`config.mk`:
```
export PLATFORM = sky130hd
export DESIGN_NAME = aclk_link
export DESIGN_NICKNAME = d
export VERILOG_FILES = /design/src/hdl/aclk_pkg.sv /design/src/hdl/aclk_fifo.sv /design/src/hdl/aclk_link.sv /design/src/hdl/aclk_sync2.sv
export SDC_FILE = /design/constraint.sdc
export NUM_CORES = 1
export LEC_CHECK = 0
export ABC_CLOCK_PERIOD_IN_PS = 5850
export BUFFER_PORTS_ARGS = -buffer_cell sky130_fd_sc_hd__buf_2
export CORE_AREA = 2 2 271 340
export CTS_BUF_LIST = sky130_fd_sc_hd__clkbuf_16
export DETAILED_ROUTE_END_ITERATION = 6
export DIE_AREA = 0 0 273 342
export HOLD_SLACK_MARGIN = 0.15
export PLACE_DENSITY = 0.44
export SYNTH_ARGS = -nofsm -noshare
export SYNTH_HDL_FRONTEND = slang
export SYNTH_HIERARCHICAL = 1
export SYNTH_SLANG_ARGS = --single-unit
```
`constraint.sdc`:
```
create_clock -name clk -period 5.85 [get_ports clk]
set_input_delay 0 -clock clk [delete_from_list [all_inputs] [get_ports clk]]
set_output_delay 0 -clock clk [all_outputs]
set_load 0.05 [all_outputs]
```
`src/hdl/aclk_pkg.sv`:
```
// Constants, field positions and carrier types for the link engine
// How it works
// - Frames are fixed 256-bit frames, paced only by the bit clock
// - Only input slots whose slot 0 tag is set leave as record data
// - Each active output slot takes one FIFO sample every frame
// - On-demand holds cover output slots 3 to 11 only, never slot 12
// - Slot 1 request bits latch, move to status at next frame start
// - Held slot sends no data and its slot 0 tag is cleared
// - On-demand enable clear forces that codec's status to zero
// - Bit clock loss resets framing, forcing sync and data low
// - After power up, sending starts once either codec is ready; code sends at once, as the ready gate bit resets to 0
// - Warm restart: sync forced high one microsecond, then low
// - Cold restart: codec reset driven low one microsecond, then high
// - Bit clock return releases sync and data and starts a new frame
// - Volume inputs frozen while link down until attached codec ready
// - Internal loop bits feed serial output back into either input
// - Pin loop bits drive output pin from an input; primary wins
// - Loop force bit is OR-ed into the slot 0 frame valid bit
// - Target codec id goes in slot 0 when secondary target selected
// - Ready gate bit set requires a ready codec before data is sent
// - Master enable reads 1 and timing field reads 001
// - Sync generation enable clear holds the frame engine in reset
package aclk_pkg;
	// Control register
	localparam logic [11:0] LMC_OFFSET = 12'h420;
	localparam logic [31:0] LMC_RESET = 32'h0001_0003;
	localparam logic [31:0] LMC_WR_MASK = 32'h0B3B_0030;
	localparam int B_PRI_INT_LOOP = 4;
	localparam int B_PRI_PIN_LOOP = 5;
	localparam int B_TARGET_CODEC_IDENTIFIER_LSB = 16;
	localparam int B_LOOP_FORCE_FV = 19;
	localparam int B_SEC_INT_LOOP = 20;
	localparam int B_SEC_PIN_LOOP = 21;
	localparam int B_PRI_OD_EN = 24;
	localparam int B_SEC_OD_EN = 25;
	localparam int B_READY_GATE = 27;
	localparam logic [3:0] LMC_RO_VALUE = 4'h3;
	// Frame layout
	localparam int SAMPLE_W = 20;
	localparam int OD_SLOTS = 9;
	localparam logic [4:0] SLOT_LAST_BIT = 5'h13;
	localparam logic [4:0] SLOT0_LAST_BIT = 5'h0f;
	localparam logic [3:0] SLOT_CMD_ADDR = 4'h1;
	localparam logic [3:0] SLOT_FIRST_OD = 4'h3;
	localparam logic [3:0] SLOT_LAST_OD = 4'hb;
	localparam logic [3:0] SLOT_LAST = 4'hc;
	localparam int S0_VALID_BIT = 15;
	localparam int S0_TAG_TOP = 12;
	localparam int S1_REQ_TOP = 11;
	// Timing
	localparam int CLK_PERIOD_NS = 100;
	localparam int BCLK_LOSS_NS = 1600;
	localparam logic [7:0] BCLK_LOSS_CYC =
		8'((BCLK_LOSS_NS + CLK_PERIOD_NS - 1) / CLK_PERIOD_NS);
	localparam int FIFO_DEPTH = 16;
	// Carriers
	typedef struct packed {
		logic syncOut;
		logic dataOut;
		logic resetN;
	} aclk_link_type;
	typedef struct packed {
		logic valid;
		logic codec;
		logic [3:0] slot;
		logic [SAMPLE_W-1:0] data;
	} aclk_rec_type;
endpackage

```
`src/hdl/aclk_fifo.sv`:
```
// Playback sample FIFO with a registered head word
`timescale 1ns/1ns
module aclk_fifo #(
	parameter int W = 20,
	parameter int DEPTH = 16
) (
	input wire logic clk,
	input wire logic codec_reset_n_n,
	input wire logic wrValid,
	output logic wrReady,
	input wire logic [W-1:0] wrData,
	output logic rdValid,
	input wire logic rdReady,
	output logic [W-1:0] rdData
);
	localparam int AW = $clog2(DEPTH);
	logic [W-1:0] mem [DEPTH];
	logic [AW-1:0] wp_reg, wp_next, rp_reg, rp_next;
	logic [AW:0] cnt_reg, cnt_next;
	logic [W-1:0] head_reg, head_next;
	logic headV_reg, headV_next, doWr, doRd, memWr;

	// Head register is refilled from memory, or straight from the writer when empty
	always_comb begin
		doWr = wrValid && wrReady;
		doRd = rdReady && headV_reg;
		wp_next = wp_reg;
		rp_next = rp_reg;
		cnt_next = cnt_reg;
		head_next = head_reg;
		headV_next = headV_reg;
		memWr = 1'b0;
		if (!headV_reg || doRd) begin
			if (cnt_reg != '0) begin
				head_next = mem[rp_reg];
				headV_next = 1'b1;
				rp_next = rp_reg + 1'b1;
				cnt_next = cnt_reg - 1'b1;
				memWr = doWr;
			end else begin
				head_next = doWr ? wrData : head_reg;
				headV_next = doWr;
			end
		end else begin
			memWr = doWr;
		end
		if (memWr) begin
			wp_next = wp_reg + 1'b1;
			cnt_next = cnt_next + 1'b1;
		end
	end

	always_ff @(posedge clk) begin
		if (memWr) begin
			mem[wp_reg] <= wrData;
		end
	end

	always_ff @(posedge clk or negedge codec_reset_n_n) begin
		if (!codec_reset_n_n) begin
			wp_reg <= '0;
			rp_reg <= '0;
			cnt_reg <= '0;
			head_reg <= '0;
			headV_reg <= 1'b0;
		end else begin
			wp_reg <= wp_next;
			rp_reg <= rp_next;
			cnt_reg <= cnt_next;
			head_reg <= head_next;
			headV_reg <= headV_next;
		end
	end

	// Full stalls the writer, so back-pressure reaches the source
	assign wrReady = cnt_reg < (AW+1)'(DEPTH);
	assign rdValid = headV_reg;
	assign rdData = head_reg;
endmodule // aclk_fifo

```
`src/hdl/aclk_link.sv`:
```
// Link frame engine: on-demand gating, power-down, loopbacks, control register
`timescale 1ns/1ns
module aclk_link (
	input wire logic clk,
	input wire logic codec_reset_n_n,
	input wire logic ctlWrite,
	input wire logic [11:0] ctlAddr,
	input wire logic [31:0] ctlWdata,
	output logic [31:0] ctlRdata,
	input wire logic [aclk_pkg::OD_SLOTS-1:0] outputSlotValid,
	input wire logic validFrame,
	input wire logic syncGenEnable,
	input wire logic syncForce,
	input wire logic codecResetRelease,
	input wire logic secondaryTargetSelect,
	input wire logic linkBitClock,
	input wire logic primarySerialIn,
	input wire logic secondarySerialIn,
	input wire logic volUpIn,
	input wire logic volDnIn,
	input wire logic volOnSecondary,
	input wire logic playValid,
	output logic playReady,
	input wire logic [aclk_pkg::SAMPLE_W-1:0] playData,
	output aclk_pkg::aclk_link_type linkPins,
	output aclk_pkg::aclk_rec_type [1:0] recOut,
	output logic [aclk_pkg::OD_SLOTS-1:0] primaryOnDemandStatus,
	output logic [aclk_pkg::OD_SLOTS-1:0] secondaryOnDemandStatus,
	output logic primaryCodecReady,
	output logic secondaryCodecReady,
	output logic linkDown,
	output logic volUpOut,
	output logic volDnOut
);
	import aclk_pkg::*;

	logic [31:0] ctl_reg, ctl_next, rd_reg, rd_next;
	logic [4:0] pinS;
	logic bclkD_reg, rise, fall, engineOn, gate, pop, fifoValid;
	logic [7:0] wdog_reg, wdog_next;
	logic [3:0] slot_reg, slot_next, idx;
	logic [4:0] bitLeft_reg, bitLeft_next;
	logic [SAMPLE_W-1:0] txShift_reg, txShift_next, fifoData;
	logic sync_reg, sync_next, sdo_reg, sdo_next, sdoPin_reg, sdoPin_next;
	logic rstOut_reg;
	logic [OD_SLOTS-1:0] txMask_reg, txMask_next, mask;
	logic [15:0] word0;
	logic [1:0][SAMPLE_W-1:0] rxShift_reg, rxShift_next;
	logic [1:0][OD_SLOTS-1:0] inTag_reg, inTag_next, req_reg, req_next;
	logic [1:0][OD_SLOTS-1:0] odStat_reg, odStat_next;
	logic [1:0] ready_reg, ready_next, rxIn, odEn;
	aclk_rec_type [1:0] rec_reg, rec_next;
	logic [1:0] vol_reg, vol_next;

	// Pin levels and bit clock pass two flops first
	aclk_sync2 #(.W(5)) uPinSync (
		.clk(clk),
		.codec_reset_n_n(codec_reset_n_n),
		.d({linkBitClock, primarySerialIn, secondarySerialIn, volUpIn, volDnIn}),
		.q(pinS)
	);

	aclk_fifo #(.W(SAMPLE_W), .DEPTH(FIFO_DEPTH)) uPlayFifo (
		.clk(clk),
		.codec_reset_n_n(codec_reset_n_n),
		.wrValid(playValid),
		.wrReady(playReady),
		.wrData(playData),
		.rdValid(fifoValid),
		.rdReady(pop),
		.rdData(fifoData)
	);

	// Control register; read-only fields are rebuilt on every write
	always_comb begin
		ctl_next = ctl_reg;
		if (ctlWrite && ctlAddr == LMC_OFFSET) begin
			ctl_next = (ctlWdata & LMC_WR_MASK) | (LMC_RESET & ~LMC_WR_MASK);
		end
		rd_next = (ctlAddr == LMC_OFFSET) ? ctl_reg : '0;
	end

	always_ff @(posedge clk or negedge codec_reset_n_n) begin
		if (!codec_reset_n_n) begin
			ctl_reg <= LMC_RESET;
			rd_reg <= '0;
		end else begin
			ctl_reg <= ctl_next;
			rd_reg <= rd_next;
		end
	end

	assign odEn = {ctl_reg[B_SEC_OD_EN], ctl_reg[B_PRI_OD_EN]};
	assign rise = pinS[4] && !bclkD_reg;
	assign fall = !pinS[4] && bclkD_reg;
	// Watchdog saturates at the loss count; reset starts it saturated
	assign linkDown = (wdog_reg == BCLK_LOSS_CYC);
	assign engineOn = syncGenEnable && !linkDown;
	assign gate = !ctl_reg[B_READY_GATE] || (|ready_reg);

	// Frame engine: drive on bit clock rise, sample on fall
	always_comb begin
		wdog_next = wdog_reg;
		slot_next = slot_reg;
		bitLeft_next = bitLeft_reg;
		txShift_next = txShift_reg;
		sync_next = sync_reg;
		sdo_next = sdo_reg;
		txMask_next = txMask_reg;
		rxShift_next = rxShift_reg;
		inTag_next = inTag_reg;
		req_next = req_reg;
		odStat_next = odStat_reg;
		ready_next = ready_reg;
		rec_next = rec_reg;
		pop = 1'b0;
		mask = '0;
		word0 = '0;
		idx = '0;
		rec_next[0].valid = 1'b0;
		rec_next[1].valid = 1'b0;
		// Loss of bit clock
		if (rise || fall) begin
			wdog_next = '0;
		end else if (!linkDown) begin
			wdog_next = wdog_reg + 8'h01;
		end
		rxIn[0] = ctl_reg[B_PRI_INT_LOOP] ? sdo_reg : pinS[3];
		rxIn[1] = ctl_reg[B_SEC_INT_LOOP] ? sdo_reg : pinS[2];
		if (!engineOn) begin
			// Held in reset; next bit clock rise after release opens a fresh frame
			slot_next = SLOT_LAST;
			bitLeft_next = '0;
			txShift_next = '0;
			sync_next = 1'b0;
			sdo_next = 1'b0;
			txMask_next = '0;
			if (linkDown) begin
				ready_next = '0;
			end
		end else begin
			if (rise) begin
				if (bitLeft_reg == '0) begin
					if (slot_reg == SLOT_LAST) begin
						// Frame start: fixed 256-bit frame paced only by the bit clock
						slot_next = '0;
						bitLeft_next = SLOT0_LAST_BIT;
						for (int c = 0; c < 2; c++) begin
							odStat_next[c] = odEn[c] ? req_reg[c] : '0;
						end
						if (gate) begin
							mask = outputSlotValid & ~(odStat_next[0] | odStat_next[1]);
						end
						txMask_next = mask;
						word0[S0_VALID_BIT] = validFrame || (|mask) || ctl_reg[B_LOOP_FORCE_FV];
						for (int i = 0; i < OD_SLOTS; i++) begin
							word0[S0_TAG_TOP-i] = mask[i];
						end
						word0[1:0] = secondaryTargetSelect ? ctl_reg[B_TARGET_CODEC_IDENTIFIER_LSB+:2] : 2'b00;
						txShift_next = {word0, 4'h0};
					end else begin
						slot_next = slot_reg + 4'h1;
						bitLeft_next = SLOT_LAST_BIT;
						idx = slot_next - SLOT_FIRST_OD;
						txShift_next = '0;
						// One sample per active slot per frame; slot 12 never carries one
						if (slot_next >= SLOT_FIRST_OD && slot_next <= SLOT_LAST_OD) begin
							if (txMask_reg[idx] && fifoValid) begin
								txShift_next = fifoData;
								pop = 1'b1;
							end
						end
					end
					sdo_next = txShift_next[SAMPLE_W-1];
					sync_next = (slot_next == '0);
				end else begin
					txShift_next = {txShift_reg[SAMPLE_W-2:0], 1'b0};
					sdo_next = txShift_reg[SAMPLE_W-2];
					bitLeft_next = bitLeft_reg - 5'h01;
					sync_next = (slot_reg == '0);
				end
			end
			if (fall) begin
				for (int c = 0; c < 2; c++) begin
					rxShift_next[c] = {rxShift_reg[c][SAMPLE_W-2:0], rxIn[c]};
					if (bitLeft_reg == '0) begin
						if (slot_reg == '0) begin
							ready_next[c] = rxShift_next[c][S0_VALID_BIT];
							for (int i = 0; i < OD_SLOTS; i++) begin
								inTag_next[c][i] = rxShift_next[c][S0_TAG_TOP-i];
							end
						end else if (slot_reg == SLOT_CMD_ADDR) begin
							for (int i = 0; i < OD_SLOTS; i++) begin
								req_next[c][i] = rxShift_next[c][S1_REQ_TOP-i];
							end
						end else if (slot_reg >= SLOT_FIRST_OD && slot_reg <= SLOT_LAST_OD) begin
							idx = slot_reg - SLOT_FIRST_OD;
							if (inTag_reg[c][idx]) begin
								rec_next[c].valid = 1'b1;
								rec_next[c].codec = 1'(c);
								rec_next[c].slot = slot_reg;
								rec_next[c].data = rxShift_next[c];
							end
						end
					end
				end
			end
		end
		for (int c = 0; c < 2; c++) begin
			if (!odEn[c]) begin
				odStat_next[c] = '0;
			end
		end
	end

	always_ff @(posedge clk or negedge codec_reset_n_n) begin
		if (!codec_reset_n_n) begin
			bclkD_reg <= 1'b0;
			wdog_reg <= BCLK_LOSS_CYC;
			slot_reg <= SLOT_LAST;
			bitLeft_reg <= '0;
			txShift_reg <= '0;
			sync_reg <= 1'b0;
			sdo_reg <= 1'b0;
			txMask_reg <= '0;
			rxShift_reg <= '0;
			inTag_reg <= '0;
			req_reg <= '0;
			odStat_reg <= '0;
			ready_reg <= '0;
			rec_reg <= '0;
		end else begin
			bclkD_reg <= pinS[4];
			wdog_reg <= wdog_next;
			slot_reg <= slot_next;
			bitLeft_reg <= bitLeft_next;
			txShift_reg <= txShift_next;
			sync_reg <= sync_next;
			sdo_reg <= sdo_next;
			txMask_reg <= txMask_next;
			rxShift_reg <= rxShift_next;
			inTag_reg <= inTag_next;
			req_reg <= req_next;
			odStat_reg <= odStat_next;
			ready_reg <= ready_next;
			rec_reg <= rec_next;
		end
	end

	// Pin stage: loopback mux, volume freeze, reset pin
	always_comb begin
		sdoPin_next = sdo_reg;
		if (ctl_reg[B_PRI_PIN_LOOP]) begin
			sdoPin_next = pinS[3];
		end else if (ctl_reg[B_SEC_PIN_LOOP]) begin
			sdoPin_next = pinS[2];
		end
		vol_next = vol_reg;
		// Frozen until the codec carrying the volume pins reports ready
		if (!linkDown && (volOnSecondary ? ready_reg[1] : ready_reg[0])) begin
			vol_next = pinS[1:0];
		end
	end

	always_ff @(posedge clk or negedge codec_reset_n_n) begin
		if (!codec_reset_n_n) begin
			sdoPin_reg <= 1'b0;
			vol_reg <= '0;
			rstOut_reg <= 1'b0;
		end else begin
			sdoPin_reg <= sdoPin_next;
			vol_reg <= vol_next;
			rstOut_reg <= codecResetRelease;
		end
	end

	// Sync force bypasses the clock so a warm restart works with the link down
	assign linkPins.syncOut = sync_reg || syncForce;
	assign linkPins.dataOut = sdoPin_reg;
	assign linkPins.resetN = rstOut_reg;
	assign ctlRdata = rd_reg;
	assign recOut = rec_reg;
	assign primaryOnDemandStatus = odStat_reg[0];
	assign secondaryOnDemandStatus = odStat_reg[1];
	assign primaryCodecReady = ready_reg[0];
	assign secondaryCodecReady = ready_reg[1];
	assign volUpOut = vol_reg[1];
	assign volDnOut = vol_reg[0];

	logic frameLoad;
	assign frameLoad = engineOn && rise && bitLeft_reg == '0 && slot_reg == SLOT_LAST;
endmodule // aclk_link

```
`src/hdl/aclk_sync2.sv`:
```
// Two-flop synchroniser for a bundle of outside levels
`timescale 1ns/1ns
module aclk_sync2 #(
	parameter int W = 1
) (
	input wire logic clk,
	input wire logic codec_reset_n_n,
	input wire logic [W-1:0] d,
	output logic [W-1:0] q
);
	logic [W-1:0] meta_reg;
	logic [W-1:0] meta_next;
	logic [W-1:0] q_reg;

	// First stage is read only by the second
	always_comb begin
		meta_next = d;
	end

	always_ff @(posedge clk or negedge codec_reset_n_n) begin
		if (!codec_reset_n_n) begin
			meta_reg <= '0;
			q_reg <= '0;
		end else begin
			meta_reg <= meta_next;
			q_reg <= meta_reg;
		end
	end

	assign q = q_reg;
endmodule // aclk_sync2

```
After elaboration in Yosys (flattened, before gate mapping)
Memories as Yosys holds them, arrays and structs flattened.
Index checks and enable logic that the tools add are counted.
- add/sub/neg operators: 9
- $mul: 0
- div/mod/pow operators: 0
- order comparisons: 7
- equal/unequal tests: 18
- shift operators: 0
- muxes and demuxes: 90
- bitwise operators: 5
- reductions and logical operators: 41
- operators by type and width (kind ; number):
    $mux W26 ; 10
    $mux W9 ; 13
    $mux W52 ; 2
    $mux W20 ; 5
    $mux W18 ; 4
    $mux W19 ; 3
    $mux W5 ; 7
    $mux W1 ; 29
    $mux W28 ; 1
    $mux W4 ; 7
    $ne A2 B1 Y1 const B ; 12
    $mux W8 ; 2
    $reduce_and A4 Y1 ; 4
    $reduce_and A7 Y1 ; 2
    $add A4 B1 Y4 const B ; 3
    $bmux W1 S4 ; 3
    $eq A12 B11 Y1 const B ; 1
    $logic_and A1 B1 Y1 ; 10
    $lt A4 B5 Y1 const B ; 2
    $sub A5 B1 Y5 const B ; 2
    $and A9 B9 Y9 ; 1
    $not A9 Y9 ; 1
    $or A9 B9 Y9 ; 1
    $reduce_or A9 Y1 ; 1
    22 further kinds ; 44
- flip-flop bits (word level): 279
- bits in latches: 0
- RAM bits: 320
- bits in read-only memories: 0
- input port bits: 88
- output and inout port bits: 111
- word-level logic and storage cells: 207
- memories kept: 1
- memories (name ; depth ; bits a word ; rd ports ; clocked after Yosys merged registers in ; wr ports ; RTL line ; text):
    uPlayFifo.mem ; 16 ; 20 ; 1 ; 0 ; 1 ; aclk_fifo.sv:17 ; logic [W-1:0] mem [DEPTH];

Longest topological paths before layout
- depth after elaboration: 16
- gate-level depth with buffers: 18
- mapped depth without buffers: 14

Hierarchy
Netlist, hierarchy kept.
- by module, submodules not included (module ; times used ; cells each ; area each (µm²) ; sequential area each (µm²)):
    aclk_fifo ; 1 ; 680 ; 14193.6 ; 10460.0
    aclk_link ; 1 ; 803 ; 9766.9 ; 5460.2
    aclk_sync2 ; 1 ; 10 ; 250.2 ; 250.2

Least setup slack after synthesis
OpenSTA, ideal clock, no wires.
- path type: register -> register
- from: register slot_reg[0]
- to: memory uPlayFifo.mem[3][0] (enable)
- library setup time: 378 ps
- data arrival time: 3845 ps
- data required time: 5472 ps
- path slack: 1626 ps
- cell stages (with the launch flop): 17
- buffers on the path: 4
- clock period less this slack: 4224 ps
- cells stage by stage: dfrtp_1 > buf_2 > inv_1 > ha_1 > buf_6 > buf_4 > mux4_2 > a41oi_1 > o2bb2ai_1 > nor4_1 > and3b_1 > buf_2 > and2b_4 > nor4b_1 > or3b_1 > nor3_1 > and2_1
- word-level cells in the longest chain between the ends: 16
- elaborated cells between the ends (all ways): 20
- classes of those cells: add/sub: 2; order compare: 2; eq/ne: 1; mux: 11; reduce/logical: 4
- ends and longest elaborated chain (element ; RTL line ; text):
    from (decl) ; aclk_link.sv:41 ; logic [3:0] slot_reg, slot_next, idx;
    from (signal assigned) ; aclk_link.sv:235 ; slot_reg <= slot_next;
    $add A4 B1 Y4 ; aclk_link.sv:162 ; slot_next = slot_reg + 4'h1;
    $sub A4 B2 Y4 ; aclk_link.sv:164 ; idx = slot_next - SLOT_FIRST_OD;
    $bmux W1 S4 ; aclk_link.sv:168 ; if (txMask_reg[idx] && fifoValid) begin
    $mux W1 (not written as such) ; aclk_link.sv:168 ;
    $logic_and A1 B1 Y1 ; aclk_link.sv:168 ;
    $mux W1 ; aclk_link.sv:168 ;
    $mux W1 ; aclk_link.sv:167 ; if (slot_next >= SLOT_FIRST_OD && slot_next <= SLOT_LAST_OD) begin
    $mux W1 * ; aclk_link.sv:144 ; if (slot_reg == SLOT_LAST) begin
    $mux W1 * ; aclk_link.sv:143 ; if (bitLeft_reg == '0) begin
    $mux W1 * ; aclk_link.sv:142 ; if (rise) begin
    $mux W1 * ; aclk_link.sv:130 ; if (!engineOn) begin
    via pop ; aclk_link.sv:39 ; logic bclkD_reg, rise, fall, engineOn, gate, pop, fifoValid;
    $logic_and A1 B1 Y1 * ; aclk_fifo.sv:26 ; doRd = rdReady && headV_reg;
    $logic_or A1 B1 Y1 * ; aclk_fifo.sv:33 ; if (!headV_reg || doRd) begin
    $mux W1 * ; aclk_fifo.sv:33 ;
    $mux W1 * ; aclk_fifo.sv:54 ; if (memWr) begin
    $mux W1 (not written as such) * ; aclk_fifo.sv:55 ; mem[wp_reg] <= wrData;
    to (decl) ; aclk_fifo.sv:17 ;
The timed path passes the listed nets; every way through them passes the cells marked *. The select of a mux whose other input is x is not followed.

Worst setup path in the final report
- from: register slot_reg[1]
- to: memory uPlayFifo.mem[8][10] (enable)
- word-level cells in the longest chain between the ends: 16
- elaborated cells between the ends (all ways): 20
- classes of those cells: add/sub: 2; order compare: 2; eq/ne: 1; mux: 11; reduce/logical: 4
- ends and longest elaborated chain (element ; RTL line):
    $add A4 B1 Y4 ; aclk_link.sv:162
    $sub A4 B2 Y4 ; aclk_link.sv:164
    $bmux W1 S4 ; aclk_link.sv:168
    $mux W1 (not written as such) ; aclk_link.sv:168
    $logic_and A1 B1 Y1 ; aclk_link.sv:168
    $mux W1 ; aclk_link.sv:168
    $mux W1 ; aclk_link.sv:167
    $mux W1 * ; aclk_link.sv:144
    $mux W1 * ; aclk_link.sv:143
    $mux W1 * ; aclk_link.sv:142
    $mux W1 * ; aclk_link.sv:130
    $logic_and A1 B1 Y1 * ; aclk_fifo.sv:26
    $logic_or A1 B1 Y1 * ; aclk_fifo.sv:33
    $mux W1 * ; aclk_fifo.sv:33
    $mux W1 * ; aclk_fifo.sv:54
    $mux W1 (not written as such) * ; aclk_fifo.sv:55
Mark *: on every way between the ends. The rest lies on a longest branch, timed or not. The select of a mux whose other input is x is not followed.

==> impl_metrics.yaml <==
route:
  via_per_inst: 4.60
  dr_total_vias: 13700
  drc: 0
  drt-total-wl_mm: 62.0
  drtPass1Iterations: 5
  wl_per_cell_um: 20.9
  antenna_left: 0
  drt_iter0_markers: 712
placement:
  portBuffers: 155
  routabilityCongestion: 0.819
  dpl.cell_count: 2786
  dp_slack_ns: 0.672
  place_hpwl_mm: 40.2
finish:
  layout_commonest_cell: "edfxtp_1"
  largest_reg_flops: 320
  seqCellArea_um2: 16200
  multi_input_area_um2: 7390
  drive_gt1_share_pct: 29.8
  nets: 1834
  antenna_cells: 0
  area_delta_synth_final_pct: 19.4
  fillers: 9006
  fin_cells: 2975
  mostFrequentLayoutCells: "320 x edfxtp_1, 255 x dfrtp_1, 154 x buf_2, 120 x mux2_2, 103 x nand2_1"
worst_setup_path:
  r2r_cells: 13
  cp.required_ns: 6.00
  end_kind: "register"
  critPathSlowestCell: "nor4b_1"
  crit_path_start_kind: "register"
  crit_top_cell: "buf_4"
  critPathMaxStageDelay_ns: 0.82
  reg2reg_to: "uPlayFifo/mem[8][10]"
  rr_startpoint: "slot_reg[1]"
  path_cells: "inv_1, ha_1, buf_4, nand4_1, o221a_2, nor4_2, buf_4, and3b_1, and2b_4, nor4b_1, or3b_1, nor3b_2, and2_1"
  crit_type: "register to register"
  worstPathArrival_ns: 5.38
  critPathMaxFanout: 20
  r2r_setup_slack_ns: 0.62
pwr:
  total_leakage_power_nw: 11.4
  sequentialPowerShare_pct: 50.8
  power_switching_mw: 2.11
  ir_drop_mv: 0.203
  p_clk_share_pct: 44.2
  share_comb_of_total_power_pct: 5.0
  total_power_mw: 8.91
  power_density_nw_per_um2: 308
  switching_share_pct: 23.7
  p_int_mw: 6.80
run:
  max-cap-violations: 0
synth:
  synth_flop_cell: "edfxtp_1"
  synthArstFlopShare_pct: 45.0
  syn_avg_cell_area_um2: 16.2
  synthCells: 1493
  synth_edf_count: 320
  syn_area_um2: 24200
  ys_ff_latch: 582
  ys_types: 83
  yosysSeqAreaShare_pct: 66.8
  yosysWarnings: 6
cts:
  clk_pin_slew_ns: 0.06
  cts_resized: 0
  cts-htree-levels: 3
  cts_made_buffers: 67
  root_buffer: "clkbuf_16"
  clock-sinks: 582
  clk_path_buf_depth: 3
  cts_tree: "done"
  clock_latency_ns: 0.61
sta:
  drv_slew: 0
  finalCritPeriodShare_pct: 89.4
  setup_viol: 0
  fin_crit_ns: 5.23
  finClkSkew_ns: 0.0233
  rsz0062_at_grt: "false"
  fmax_mhz: 191
  relSlewSlack_pct: 15.2
  finalSetupTns_ns: 0
  worstMarginPinSlew_ns: 1.27
  setup_ws_ns: 0.618
  hold_viol: 0
min_path:
  hold_path_class: "primary input to register"
  hold-path-cell-count: 3
  holdPathEnd: "ctl_reg[5]"
  min_from: "ctlWrite"
grt:
  grt-ovfl-total: 0
  grt_usage_pct: 13.3
  grt_pass1_wl_mm: 94.1
  grt_max_degree: 150
  grt_pass1_vias: 14500
  grt_antenna_before_repair: 3
floorplan:
  die-area_um2: 93400
  start_util_pct: 26.7
  io-pin-count: 199
  rows: 124
  die_height_um: 342
  die_w_um: 273
  fp.coreArea_um2: 90600
run_status:
  outcome: "finished clean"
[synthesized netlist by cell type, drive strengths merged, types with 3 or more instances]
master / n / area [µm²]
and3: 6 / 42.5
or3b: 3 / 26.3
or2: 3 / 18.8
nand4: 4 / 25.0
nand2: 106 / 422
nor4b: 8 / 104
ha: 16 / 200
a211oi: 4 / 30.0
a2111oi: 9 / 130
xor2: 6 / 52.6
o211ai: 11 / 82.6
nor2b: 15 / 93.8
nor2: 20 / 82.6
buf: 75 / 568
and2: 40 / 250
clkbuf: 26 / 98.8
xnor2: 14 / 130
a22o: 15 / 131
nand2b: 8 / 50.1
dfrtp: 258 / 6460
mux2: 137 / 1600
o21a: 3 / 22.5
a21o: 8 / 60.1
a221oi: 16 / 196
o2bb2ai: 3 / 26.3
nor3: 12 / 65.1
a22oi: 18 / 135
a21oi: 32 / 160
or3: 3 / 18.8
a21boi: 21 / 158
mux2i: 52 / 521
a221o: 5 / 50.1
nand3: 20 / 100
o21ai: 60 / 304
o22ai: 5 / 31.3
inv: 21 / 78.8
nor3b: 5 / 52.6
mux4: 76 / 1710
dfstp: 4 / 105
edfxtp: 320 / 9610
nor4: 3 / 18.8
[area by class of cell]
class,instances,share of cell area [%]
Inverter,21,0.273
Tap cell,1197,5.18
Clock buffer,67,5.80
Clock inverter,50,1.34
Sequential cell,582,56.0
Multi-Input combinational cell,809,25.6
Timing Repair Buffer,249,5.88
[worst max-delay path by stage]
stage                startpoint                    to  depth (start not counted)  slack (ns)
floorplan           slot_reg[0]   uPlayFifo/mem[3][0]                         16        1.63
global placement    slot_reg[1]   uPlayFifo/mem[8][3]                         13        0.66
detailed placement  slot_reg[1]   uPlayFifo/mem[8][5]                         13        0.67
CTS                 slot_reg[1]  uPlayFifo/mem[10][7]                         13        0.66
global route        slot_reg[1]   uPlayFifo/mem[1][7]                         12        0.30
finish              slot_reg[1]  uPlayFifo/mem[8][10]                         13        0.62
[metrics by stage]
| step | hold WS [ns] | utilization, % | area (µm²) |
|---|---|---|---|
| after CTS | 0.153 | 31.9 | 28900 |
| after global placement | 0.0219 | 28.8 | 26100 |
| after global routing | 0.170 | 31.9 | 28900 |
| after floorplan | -0.296 | - | 24300 |
| after detailed placement | 0.0264 | 28.8 | 26100 |
| final | 0.188 | 31.9 | 28900 |
[power groups by stage]
stage	registers, mW	clock network (mW)	logic [mW]
6_report	4.53	3.94	0.446
5_1_grt	4.55	4.25	0.498
4_1_cts	4.53	4.09	0.457
3_5_place_dp	4.61	0	0.416
3_3_place_gp	4.61	0	0.409
2_1_floorplan	4.55	0	0.279
[per-layer routing]
layer	wire [µm]	vias to the layer above	track usage (%)
met5	0	-	0
met4	977	0	3.22
met3	2420	71	1.94
met2	31000	287	23.0
met1	27600	7169	17.4
li1	-	6147	-
[timing repair]
item,4_1_cts,5_1_grt
hold buffers,72,0
endpoints found under the hold margin,672,0
setup buffers,0,0
[kinds of logic after synthesis]
kind of cell | after synthesis | share of synthesized area (%)
DFF | 582 | 66.8
other | 1 | 0.0155
muxes | 265 | 15.8
xor gates and xnor gates | 20 | 0.755
and+or+nand+nor | 262 | 5.88
AOI/OAI and AO/OA | 225 | 6.81
adders and majority gates | 16 | 0.827
buffers and inverters | 122 | 3.08
[worst max-delay path: cells and delay by family, from the launching register on]
kind	cells	cell delay (ns)
compound gates	1	0.26
flops	1	0.62
fa+ha+maj	1	0.51
simple gates	8	2.70
buf+inv	3	0.68
No activity file was read; power rests on OpenSTA's default activity.
